`src/gauge_cfg.svh`:
```
// Purpose: Constants for the battery gauge and warning logic
// Assumes: Voltage in 10 mV units, capacity in whole percent
// Notes:   Included by the principal design file only
`ifndef GAUGE_CFG_SVH
`define GAUGE_CFG_SVH

// ----------------------------------------------------------------
// Gauge thresholds
// ----------------------------------------------------------------
`define FULL_PCT      8'h55
`define LOWCAP_PCT    8'h0A
`define RECHARGE_PCT  8'h32
`define RED_STEP_X8   11'h018
`define ORNG_BASE_X8  11'h050
`define ORNG_STEP_X8  11'h064
`define RED_ONLY_MASK 10'h007
`define LOWCAP_MASK   10'h003
`define ALL_LEDS      10'h3FF

// ----------------------------------------------------------------
// Voltage thresholds (10 mV units)
// ----------------------------------------------------------------
`define VOLT_HIGH     12'hAF0
`define VOLT_LOW      12'h91A
`define VOLT_SAVER    12'h834

// ----------------------------------------------------------------
// Timing and module map
// ----------------------------------------------------------------
`define CLK_HZ        125000000
`define FLASH_HZ      1
`define FLASH_HALF_CYC (`CLK_HZ / (2 * `FLASH_HZ))
`define REMOTE_MASK   8'h01
`define REMOTE_IDX    3'h0
`define LAST_MOD      3'h7

`endif

```
`src/gauge_pkg.sv`:
```
// Purpose: Types shared by the battery gauge and warning logic
// Assumes: Numbers live in gauge_cfg.svh
// Notes:   Nothing here carries a value
`default_nettype none

package gauge_pkg;

    // Auto-restore sequencer states
    typedef enum logic [1:0] {R_LATCH, R_SCAN, R_SEND, R_DONE} restore_e;

    // Battery report from the drive power module
    typedef struct packed {
        logic        valid;
        logic [11:0] volt;
        logic [7:0]  cap;
    } gauge_s;

    // Warning flags
    typedef struct packed {
        logic high;
        logic low;
        logic lowcap;
    } warn_s;

    // Whole state of the block
    typedef struct packed {
        restore_e    rstate;
        logic [2:0]  idx;
        logic [7:0]  pend;
        logic        need_cycle;
        logic [7:0]  fault_mask;
        logic        req;
        logic        busy;
        logic        permit;
        logic        status_led;
        logic [26:0] flash_cnt;
        logic        flash_on;
        logic [11:0] volt;
        logic [7:0]  cap;
        warn_s       warn;
        logic        reduced;
        logic [9:0]  leds;
    } st_s;

endpackage

`default_nettype wire

```
`src/battery_gauge_warning_logic.sv`:
```
// Purpose: Ten-LED capacity bar, battery warnings, battery saver
//          and configuration auto-restore after module swap
// Assumes: Battery report arrives as a valid-qualified word;
//          power-up equals release of rst_n_in
// Notes:   All outputs are state flops; fault cleared by reset only
`include "gauge_cfg.svh"
`default_nettype none

module battery_gauge_warning_logic #(
    parameter int unsigned FLASH_HALF_CYC = `FLASH_HALF_CYC
) (
    // Clock and reset
    input  wire logic              clk_in,
    input  wire logic              rst_n_in,
    // Battery report and joystick
    input  wire gauge_pkg::gauge_s gauge_in,
    input  wire logic              joy_neutral_in,
    // Module health seen at power-up
    input  wire logic [7:0]        swap_mask_in,
    input  wire logic [7:0]        csum_err_mask_in,
    input  wire logic              remote_new_in,
    // Restore handshake with the system bus
    input  wire logic              restore_ack_in,
    input  wire logic              restore_cycle_in,
    output logic                   restore_req_out,
    output logic [2:0]             restore_mod_out,
    output logic                   restore_busy_out,
    // Gauge, warnings and drive limits
    output logic [9:0]             led_out,
    output gauge_pkg::warn_s       warn_out,
    output logic                   reduced_drive_out,
    output logic                   drive_permit_out,
    // Fault indication
    output logic                   status_led_out,
    output logic [7:0]             fault_mask_out
);

    // ----------------------------------------------------------------
    // Helpers
    // ----------------------------------------------------------------

    // LED k lit when capacity reaches its threshold; led 0 always on
    function automatic logic [9:0] lit_mask(input logic [7:0] cap);
        logic [10:0] c8;
        logic [10:0] thr;
        lit_mask = '0;
        c8       = {cap, 3'h0};
        for (int k = 0; k < 10; k++)
        begin
            if (k < 3)
                thr = 11'(k) * `RED_STEP_X8;
            else
                thr = `ORNG_BASE_X8 + 11'(k - 3) * `ORNG_STEP_X8;
            lit_mask[k] = (c8 >= thr);
        end
    endfunction

    localparam logic [26:0] HALF_M1 = 27'(FLASH_HALF_CYC - 1);

    gauge_pkg::st_s s, n;
    logic [9:0]     lit;
    logic           any_warn;

    // ----------------------------------------------------------------
    // Next-state logic
    // ----------------------------------------------------------------

    // Flash timebase, battery evaluation and restore sequencer
    always_comb
    begin
        n   = s;
        lit = '0;
        any_warn = 1'b0;

        // Equal halves so on time matches off time
        if (s.flash_cnt == HALF_M1)
        begin
            n.flash_cnt = '0;
            n.flash_on  = ~s.flash_on;
        end
        else
            n.flash_cnt = s.flash_cnt + 27'h0000001;

        // Latch a new report only when the bus marks it valid
        if (gauge_in.valid)
        begin
            n.volt = gauge_in.volt;
            n.cap  = gauge_in.cap;
        end

        n.warn.high = (n.volt > `VOLT_HIGH);
        n.reduced   = (n.volt < `VOLT_SAVER);

        // Low voltage is judged only at neutral, held while driving
        if (joy_neutral_in)
            n.warn.low = (n.volt < `VOLT_LOW);

        // Low capacity needs a real recharge to clear
        if (n.cap < `LOWCAP_PCT)
            n.warn.lowcap = 1'b1;
        else if (n.cap >= `RECHARGE_PCT)
            n.warn.lowcap = 1'b0;

        lit      = lit_mask(n.cap);
        any_warn = n.warn.high | n.warn.low
                 | ((lit & ~`RED_ONLY_MASK) == 10'h000);

        // Low capacity wins: only the two leftmost reds blink
        if (n.warn.lowcap)
            n.leds = n.flash_on ? `LOWCAP_MASK : 10'h000;
        else if (any_warn)
            n.leds = n.flash_on ? lit : 10'h000;
        else
            n.leds = lit;

        // Auto-restore runs once per power-up
        unique case (s.rstate)
            gauge_pkg::R_LATCH:
            begin
                // New remote pushes to every other module
                if (remote_new_in)
                    n.pend = ~`REMOTE_MASK;
                else
                    n.pend = (swap_mask_in | csum_err_mask_in)
                           & ~`REMOTE_MASK;
                n.idx    = `REMOTE_IDX;
                n.busy   = 1'b1;
                n.rstate = gauge_pkg::R_SCAN;
            end
            gauge_pkg::R_SCAN:
            begin
                if (s.pend[s.idx])
                begin
                    n.req    = 1'b1;
                    n.rstate = gauge_pkg::R_SEND;
                end
                else if (s.idx == `LAST_MOD)
                    n.rstate = gauge_pkg::R_DONE;
                else
                    n.idx = s.idx + 3'h1;
            end
            gauge_pkg::R_SEND:
            begin
                // Request holds until the bus accepts the backup
                if (restore_ack_in)
                begin
                    n.req         = 1'b0;
                    n.pend[s.idx] = 1'b0;
                    if (restore_cycle_in)
                    begin
                        n.need_cycle        = 1'b1;
                        n.fault_mask[s.idx] = 1'b1;
                    end
                    if (s.idx == `LAST_MOD)
                        n.rstate = gauge_pkg::R_DONE;
                    else
                    begin
                        n.idx    = s.idx + 3'h1;
                        n.rstate = gauge_pkg::R_SCAN;
                    end
                end
            end
            gauge_pkg::R_DONE:
                n.busy = 1'b0;
        endcase

        // Own flop for the permit pin, so no gate sits behind it
        n.permit = ~n.busy;

        // Code one blink; only a power cycle clears it
        n.status_led = n.need_cycle ? n.flash_on : 1'b1;
    end

    // ----------------------------------------------------------------
    // State register
    // ----------------------------------------------------------------

    // Reset doubles as power cycle, wiping the fault record
    always_ff @(posedge clk_in or negedge rst_n_in)
    begin
        if (!rst_n_in)
        begin
            s            <= '0;
            s.rstate     <= gauge_pkg::R_LATCH;
            s.status_led <= 1'b1;
            s.leds       <= 10'h001;
            s.permit     <= 1'b1;
        end
        else
            s <= n;
    end

    // ----------------------------------------------------------------
    // Outputs, all straight from state flops
    // ----------------------------------------------------------------
    assign led_out           = s.leds;
    assign warn_out          = s.warn;
    assign reduced_drive_out = s.reduced;
    assign drive_permit_out  = s.permit;
    assign restore_req_out   = s.req;
    assign restore_mod_out   = s.idx;
    assign restore_busy_out  = s.busy;
    assign status_led_out    = s.status_led;
    assign fault_mask_out    = s.fault_mask;
endmodule

`default_nettype wire

```
`config.mk`:
```
export PLATFORM = sky130hd
export DESIGN_NAME = battery_gauge_warning_logic
export DESIGN_NICKNAME = d
export VERILOG_FILES = /design/src/gauge_pkg.sv /design/src/battery_gauge_warning_logic.sv
export VERILOG_INCLUDE_DIRS = /design/src
export SDC_FILE = /design/constraint.sdc
export NUM_CORES = 1
export LEC_CHECK = 0
export BUFFER_PORTS_ARGS = -buffer_cell sky130_fd_sc_hd__buf_2
export CORE_UTILIZATION = 45
export CTS_CLUSTER_DIAMETER = 60
export CTS_CLUSTER_SIZE = 14
export DETAILED_ROUTE_END_ITERATION = 16
export PLACE_DENSITY = 0.66
export SYNTH_ARGS = -nofsm -noshare
export SYNTH_HDL_FRONTEND = slang
export SYNTH_SLANG_ARGS = --single-unit
```
`constraint.sdc`:
```
create_clock -name clk_in -period 5.1 [get_ports clk_in]
set_clock_uncertainty 0.15 [all_clocks]
set_input_delay 0.51 -clock clk_in [delete_from_list [all_inputs] [get_ports clk_in]]
set_output_delay 0.51 -clock clk_in [all_outputs]
set_load 0.05 [all_outputs]
```
# Yosys cells after proc, flatten, opt, wreduce, memory -nomap -nowiden
# Index checks and enable logic that the tools add are counted.
[totals]
register_bits = 88
latchBits = 0
ram_bits = 0
romBits = 0
input_bits = 43
output_inout_bits = 29
word_cells = 94
n_memories = 0
[op_classes]
n_addsub = 2
multipliers = 0
n_div = 0
order_cmp = 17
n_eq_ne = 9
shifts = 0
muxes = 29
n_bitwise = 8
reduce_logical = 11
[ops]
columns = ["operator", "count"]
rows = [
  ["$ge A11 B9 Y1 const B", 3],
  ["$mux W10", 3],
  ["$add A27 B1 Y27 const B", 1],
  ["$eq A27 B26 Y1 const B", 1],
  ["$mux W27", 1],
  ["$lt A12 B12 Y1 const B", 2],
  ["$mux W23", 1],
  ["$ge A11 B10 Y1 const B", 2],
  ["$mux W20", 1],
  ["$mux W9", 2],
  ["$or A8 B8 Y8", 2],
  ["$pmux W8 S2", 1],
  ["$pmux W5 S3", 1],
  ["$gt A12 B12 Y1 const B", 1],
  ["$reduce_and A3 Y1", 4],
  ["$ge A11 B1 Y1 const B", 1],
  ["$ge A11 B5 Y1 const B", 1],
  ["$ge A11 B6 Y1 const B", 1],
  ["$ge A11 B7 Y1 const B", 1],
  ["$ge A11 B8 Y1 const B", 1],
  ["$logic_not A10 Y1", 1],
  ["$and A8 B8 Y8", 1],
  ["$ge A8 B6 Y1 const B", 1],
  ["$lt A8 B4 Y1 const B", 1],
  ["23 further kinds", 41],
]

# Longest topological paths before layout
[depth]
depth_word = 9
depth_mapped = 9
ltp_nobuf = 8

# Worst setup path before layout
# Ideal clock, no wire load.
[synth_timing]
path_type = "reg-to-reg"
startpoint = "register s[35] (netlist bit)"
endpoint = "register s, in the netlist led_out[9]"
setup_ns = 0.138
t_arrival_ns = 2.287
setup_slack_ns = 2.525
stages_incl_launch_ff = 9
path_buffers = 0
period_less_slack_ns = 2.575
path_cell_list = "dfrtp_1 ha_1 inv_1 or4_1 nor4_4 xnor2_1 inv_2 a31oi_2 nor2_1"
[synth_rtl]
columns = ["element", "line", "text"]
rows = [
  ["from (decl)", "battery_gauge_warning_logic.sv:60", "gauge_pkg::st_s s, n;"],
  ["from (signal assigned)", "battery_gauge_warning_logic.sv:190", "s <= n;"],
]

==> results by group <==
Outcome
  – Status: complete, no violations

Die
  – Die Area: approximately 10000 um^2
  – Core ar.: around 9300 um^2
  – Die height: ~100 um
  – Die width: around 100 um
  – Rows: 35
  – Top Ports: roughly 70
  – Initial Utilization: between 40 and 50%

Setup path
  – CP startpoint kind: flop
  – WP data arrival: 2.83 ns
  – CP max FO: 8
  – Reg2reg setup slack: roughly 2.3 ns
  – Crit path required time: between 5 and 6 ns
  – CP Capture Type: flop
  – Worst setup path class: reg -> reg

Global routing
  – Largest net degree at the start of global routing: 58
  – Number of global-route vias before repair: between 3000 and 4000
  – All-layer global routing usage: a little under a fifth
  – Grt ovf: 0
  – Global-route wire length before repair: between 10 and 15 mm
  – Initial antenna violation count: 0

Run
  – Max Cap Viol: 0

Finish
  – # diodes: 0
  – Fraction of layout cells with a size suffix above 1: about a quarter
  – Final net count: about 510
  – Fin cells: 592
  – Cell area after layout: about 4800 um^2
  – Area Overhead vs Synth: 11.9%

Synth
  – Cells after Synth: 410
  – Sequential area share after synthesis: about half
  – Yosys warns: 0
  – Flops & latches, synth: between 80 and 90
  – Synth unique cells: 62
  – Synth area leaders: dfrtp_1 (49%), buf_4 (4.3%), mux2_2 (3.7%)
  – Cell with the most instances after synthesis: dfrtp_1
  – Commonest cells post-synth: dfrtp_1 (85), nor2_1 (32), buf_4 (25), nand2_1 (25)
  – Post-synth net total: between 400 and 500
  – Post-Syn Area: ~4300 um^2
  – Avg Cell Area, Syn: 10.5 um^2
  – Yosys top cell area share: 49.2%
  – Synth async-reset ratio: 100%
  – Post-synth top area cell: dfrtp_1
  – Ys flop type: dfrtp_1
  – Post-synth EDFFs: 0

STA
  – Hold WS: between 0.2 and 0.3 ns
  – Final worst path period need: about 2.8 ns
  – Tcrit/Tclk final: 54.2%
  – Total Neg Setup Slack: 0 ns
  – Normalized max-slew margin: a little under half
  – Achievable Freq: about 0.36 GHz
  – Final Setup Violations: 0
  – Final hold violation count: 0
  – RSZ-0062 raised after global routing: false
  – Worst Max-Slew Pin Slew: between 0.8 and 0.9 ns
  – Slew Viols, Final: 0

Clock network
  – H-tree levels: 3
  – Setup bufs post-CTS: 0
  – PostCTS Resize Cnt: 0
  – Clock transition at path regs: 0.09 ns
  – Clock sink total: between 80 and 90
  – TritonCTS clock tree: done
  – CTS Buffer Depth: 2
  – CTS Root Cell: clkbuf_8
  – Number of buffers created by CTS: 9
  – Clock latency on the worst-skew pair: between 0.3 and 0.4 ns

Pwr
  – Switching pwr: between 0.7 and 0.8 mW
  – Seq pwr share: a little over two fifths
  – Switch share: between 30% and 40%
  – Comb pwr share: 31.4%
  – Pwr dens: approximately 410 nW/um^2
  – Clock power frac: approximately a quarter
  – P_int: 1.26 mW
  – VDD IR max: roughly 0.18 mV
  – Leak: 2.25 nW

Routing
  – Routed Antenna Nets: 0
  – First-pass iteration count of the detailed router: 4
  – DRT iter0 DRCs: 67
  – Vias: 3078
  – Routed wire length: 8.16 mm
  – Wire length per cell: between 10 and 15 um
  – Via density per instance: a little over 5
  – DR DRC count: 0

Place
  – Post-detail-place hpwl: about 6 mm
  – Post-DP Area: roughly 4600 um^2
  – Post-Place Cells: between 500 and 600
  – GP Congestion: ~0.8
  – # port buffers: around 70

Min path
  – Hold crit path type: in -> reg
==> flip-flops by register name, summed over array words and instances (netlist names) <==
register / flops
status_led_out: 1
fault_mask_out: 8
restore_req_out: 1
s: 59
led_out: 10
restore_busy_out: 1
drive_permit_out: 1
restore_mod_out: 3
warn_out: 3
reduced_drive_out: 1
==> power by group through the flow <==
stage	combinational, mW	clock (mW)	sequential [mW]
6_report	0.629	0.491	0.880
4_1_cts	0.634	0.510	0.880
3_3_place_gp	0.620	0	0.887
5_1_grt	0.695	0.540	0.893
3_5_place_dp	0.629	0	0.894
2_1_floorplan	0.504	0	0.914
==> per-layer routing <==
| metal | track usage [%] | share of wire, % |
|---|---|---|
| met5 | 0 | 0 |
| met4 | 7.25 | 1.7 |
| met3 | 3.55 | 3.6 |
| met2 | 29.6 | 47 |
| met1 | 24.6 | 47 |
==> kinds of logic after synthesis <==
| kind of cell | count (synthesis) | synth area share (%) |
|---|---|---|
| AND/OR/NAND/NOR | 141 | 17.9 |
| flip-flops | 88 | 51.1 |
| AO/OA/AOI/OAI | 72 | 11.3 |
| buffers and inverters | 54 | 6.89 |
| multiplexers | 26 | 6.49 |
| XOR/XNOR | 23 | 4.66 |
| adder cells (fa/ha/maj) | 6 | 1.74 |
==> worst paths after layout <==
check | from | to | depth (start not counted)
max reg2reg | s[35] | led_out[9] | 8
min | swap_mask_in[6] | s[81] | 3
max | s[35] | led_out[9] | 8
max in group asynchronous | rst_n_in | s[60] | 3
min reg2reg | restore_busy_out | drive_permit_out | 1
min in group asynchronous | rst_n_in | s[80] | 2
==> area by class of cell <==
| cell class | count | area (um^2) |
|---|---|---|
| clock buffers | 12 | 155 |
| clock inverters | 4 | 52.6 |
| flip-flops and latches | 88 | 2210 |
| repair buffers | 72 | 373 |
| multi-input cells | 268 | 1820 |
| fillers | 885 | 4450 |
| well taps | 129 | 161 |
| inverters | 19 | 71.3 |
==> worst max-delay path, stage by stage (launching register included) <==
cell and delay (ns):
dfrtp_1 0.41, ha_1 0.24, inv_1 0.09, or4_1 0.58, nor4_4 0.27, xnor2_1 0.28
inv_2 0.08, a31oi_2 0.44, nor2_1 0.09
==> through the flow <==
| stage | utilization [%] | setup WS [ns] | power (mW) |
|---|---|---|---|
| after floorplan | - | 2.53 | 1.42 |
| after global placement | 49.7 | 2.10 | 1.51 |
| after detailed placement | 49.7 | 2.07 | 1.52 |
| after CTS | 52.1 | 2.29 | 2.02 |
| after global routing | 52.1 | 2.10 | 2.13 |
| final | 52.1 | 2.34 | 2.00 |
==> timing repair <==
item,in CTS,in global routing
hold buffers,1,0
hold endpoints to repair,30,0
endpoints found under the setup margin,0,0
==> cell usage in the layout (no fill, tap or decap), types with 9 or more instances in the layout <==
| cell type | instances |
|---|---|
| a21oi_1 | 18 |
| nor3_1 | 11 |
| o21ai_0 | 15 |
| nand3_1 | 17 |
| clkbuf_8 | 11 |
| xor2_1 | 13 |
| nand2_1 | 25 |
| inv_1 | 18 |
| nor2_1 | 32 |
| buf_2 | 68 |
| nor4_1 | 9 |
| xnor2_1 | 10 |
| mux2_2 | 14 |
| mux2i_1 | 10 |
| dfrtp_1 | 85 |
Note: power is estimated with default switching activity, not from simulation.
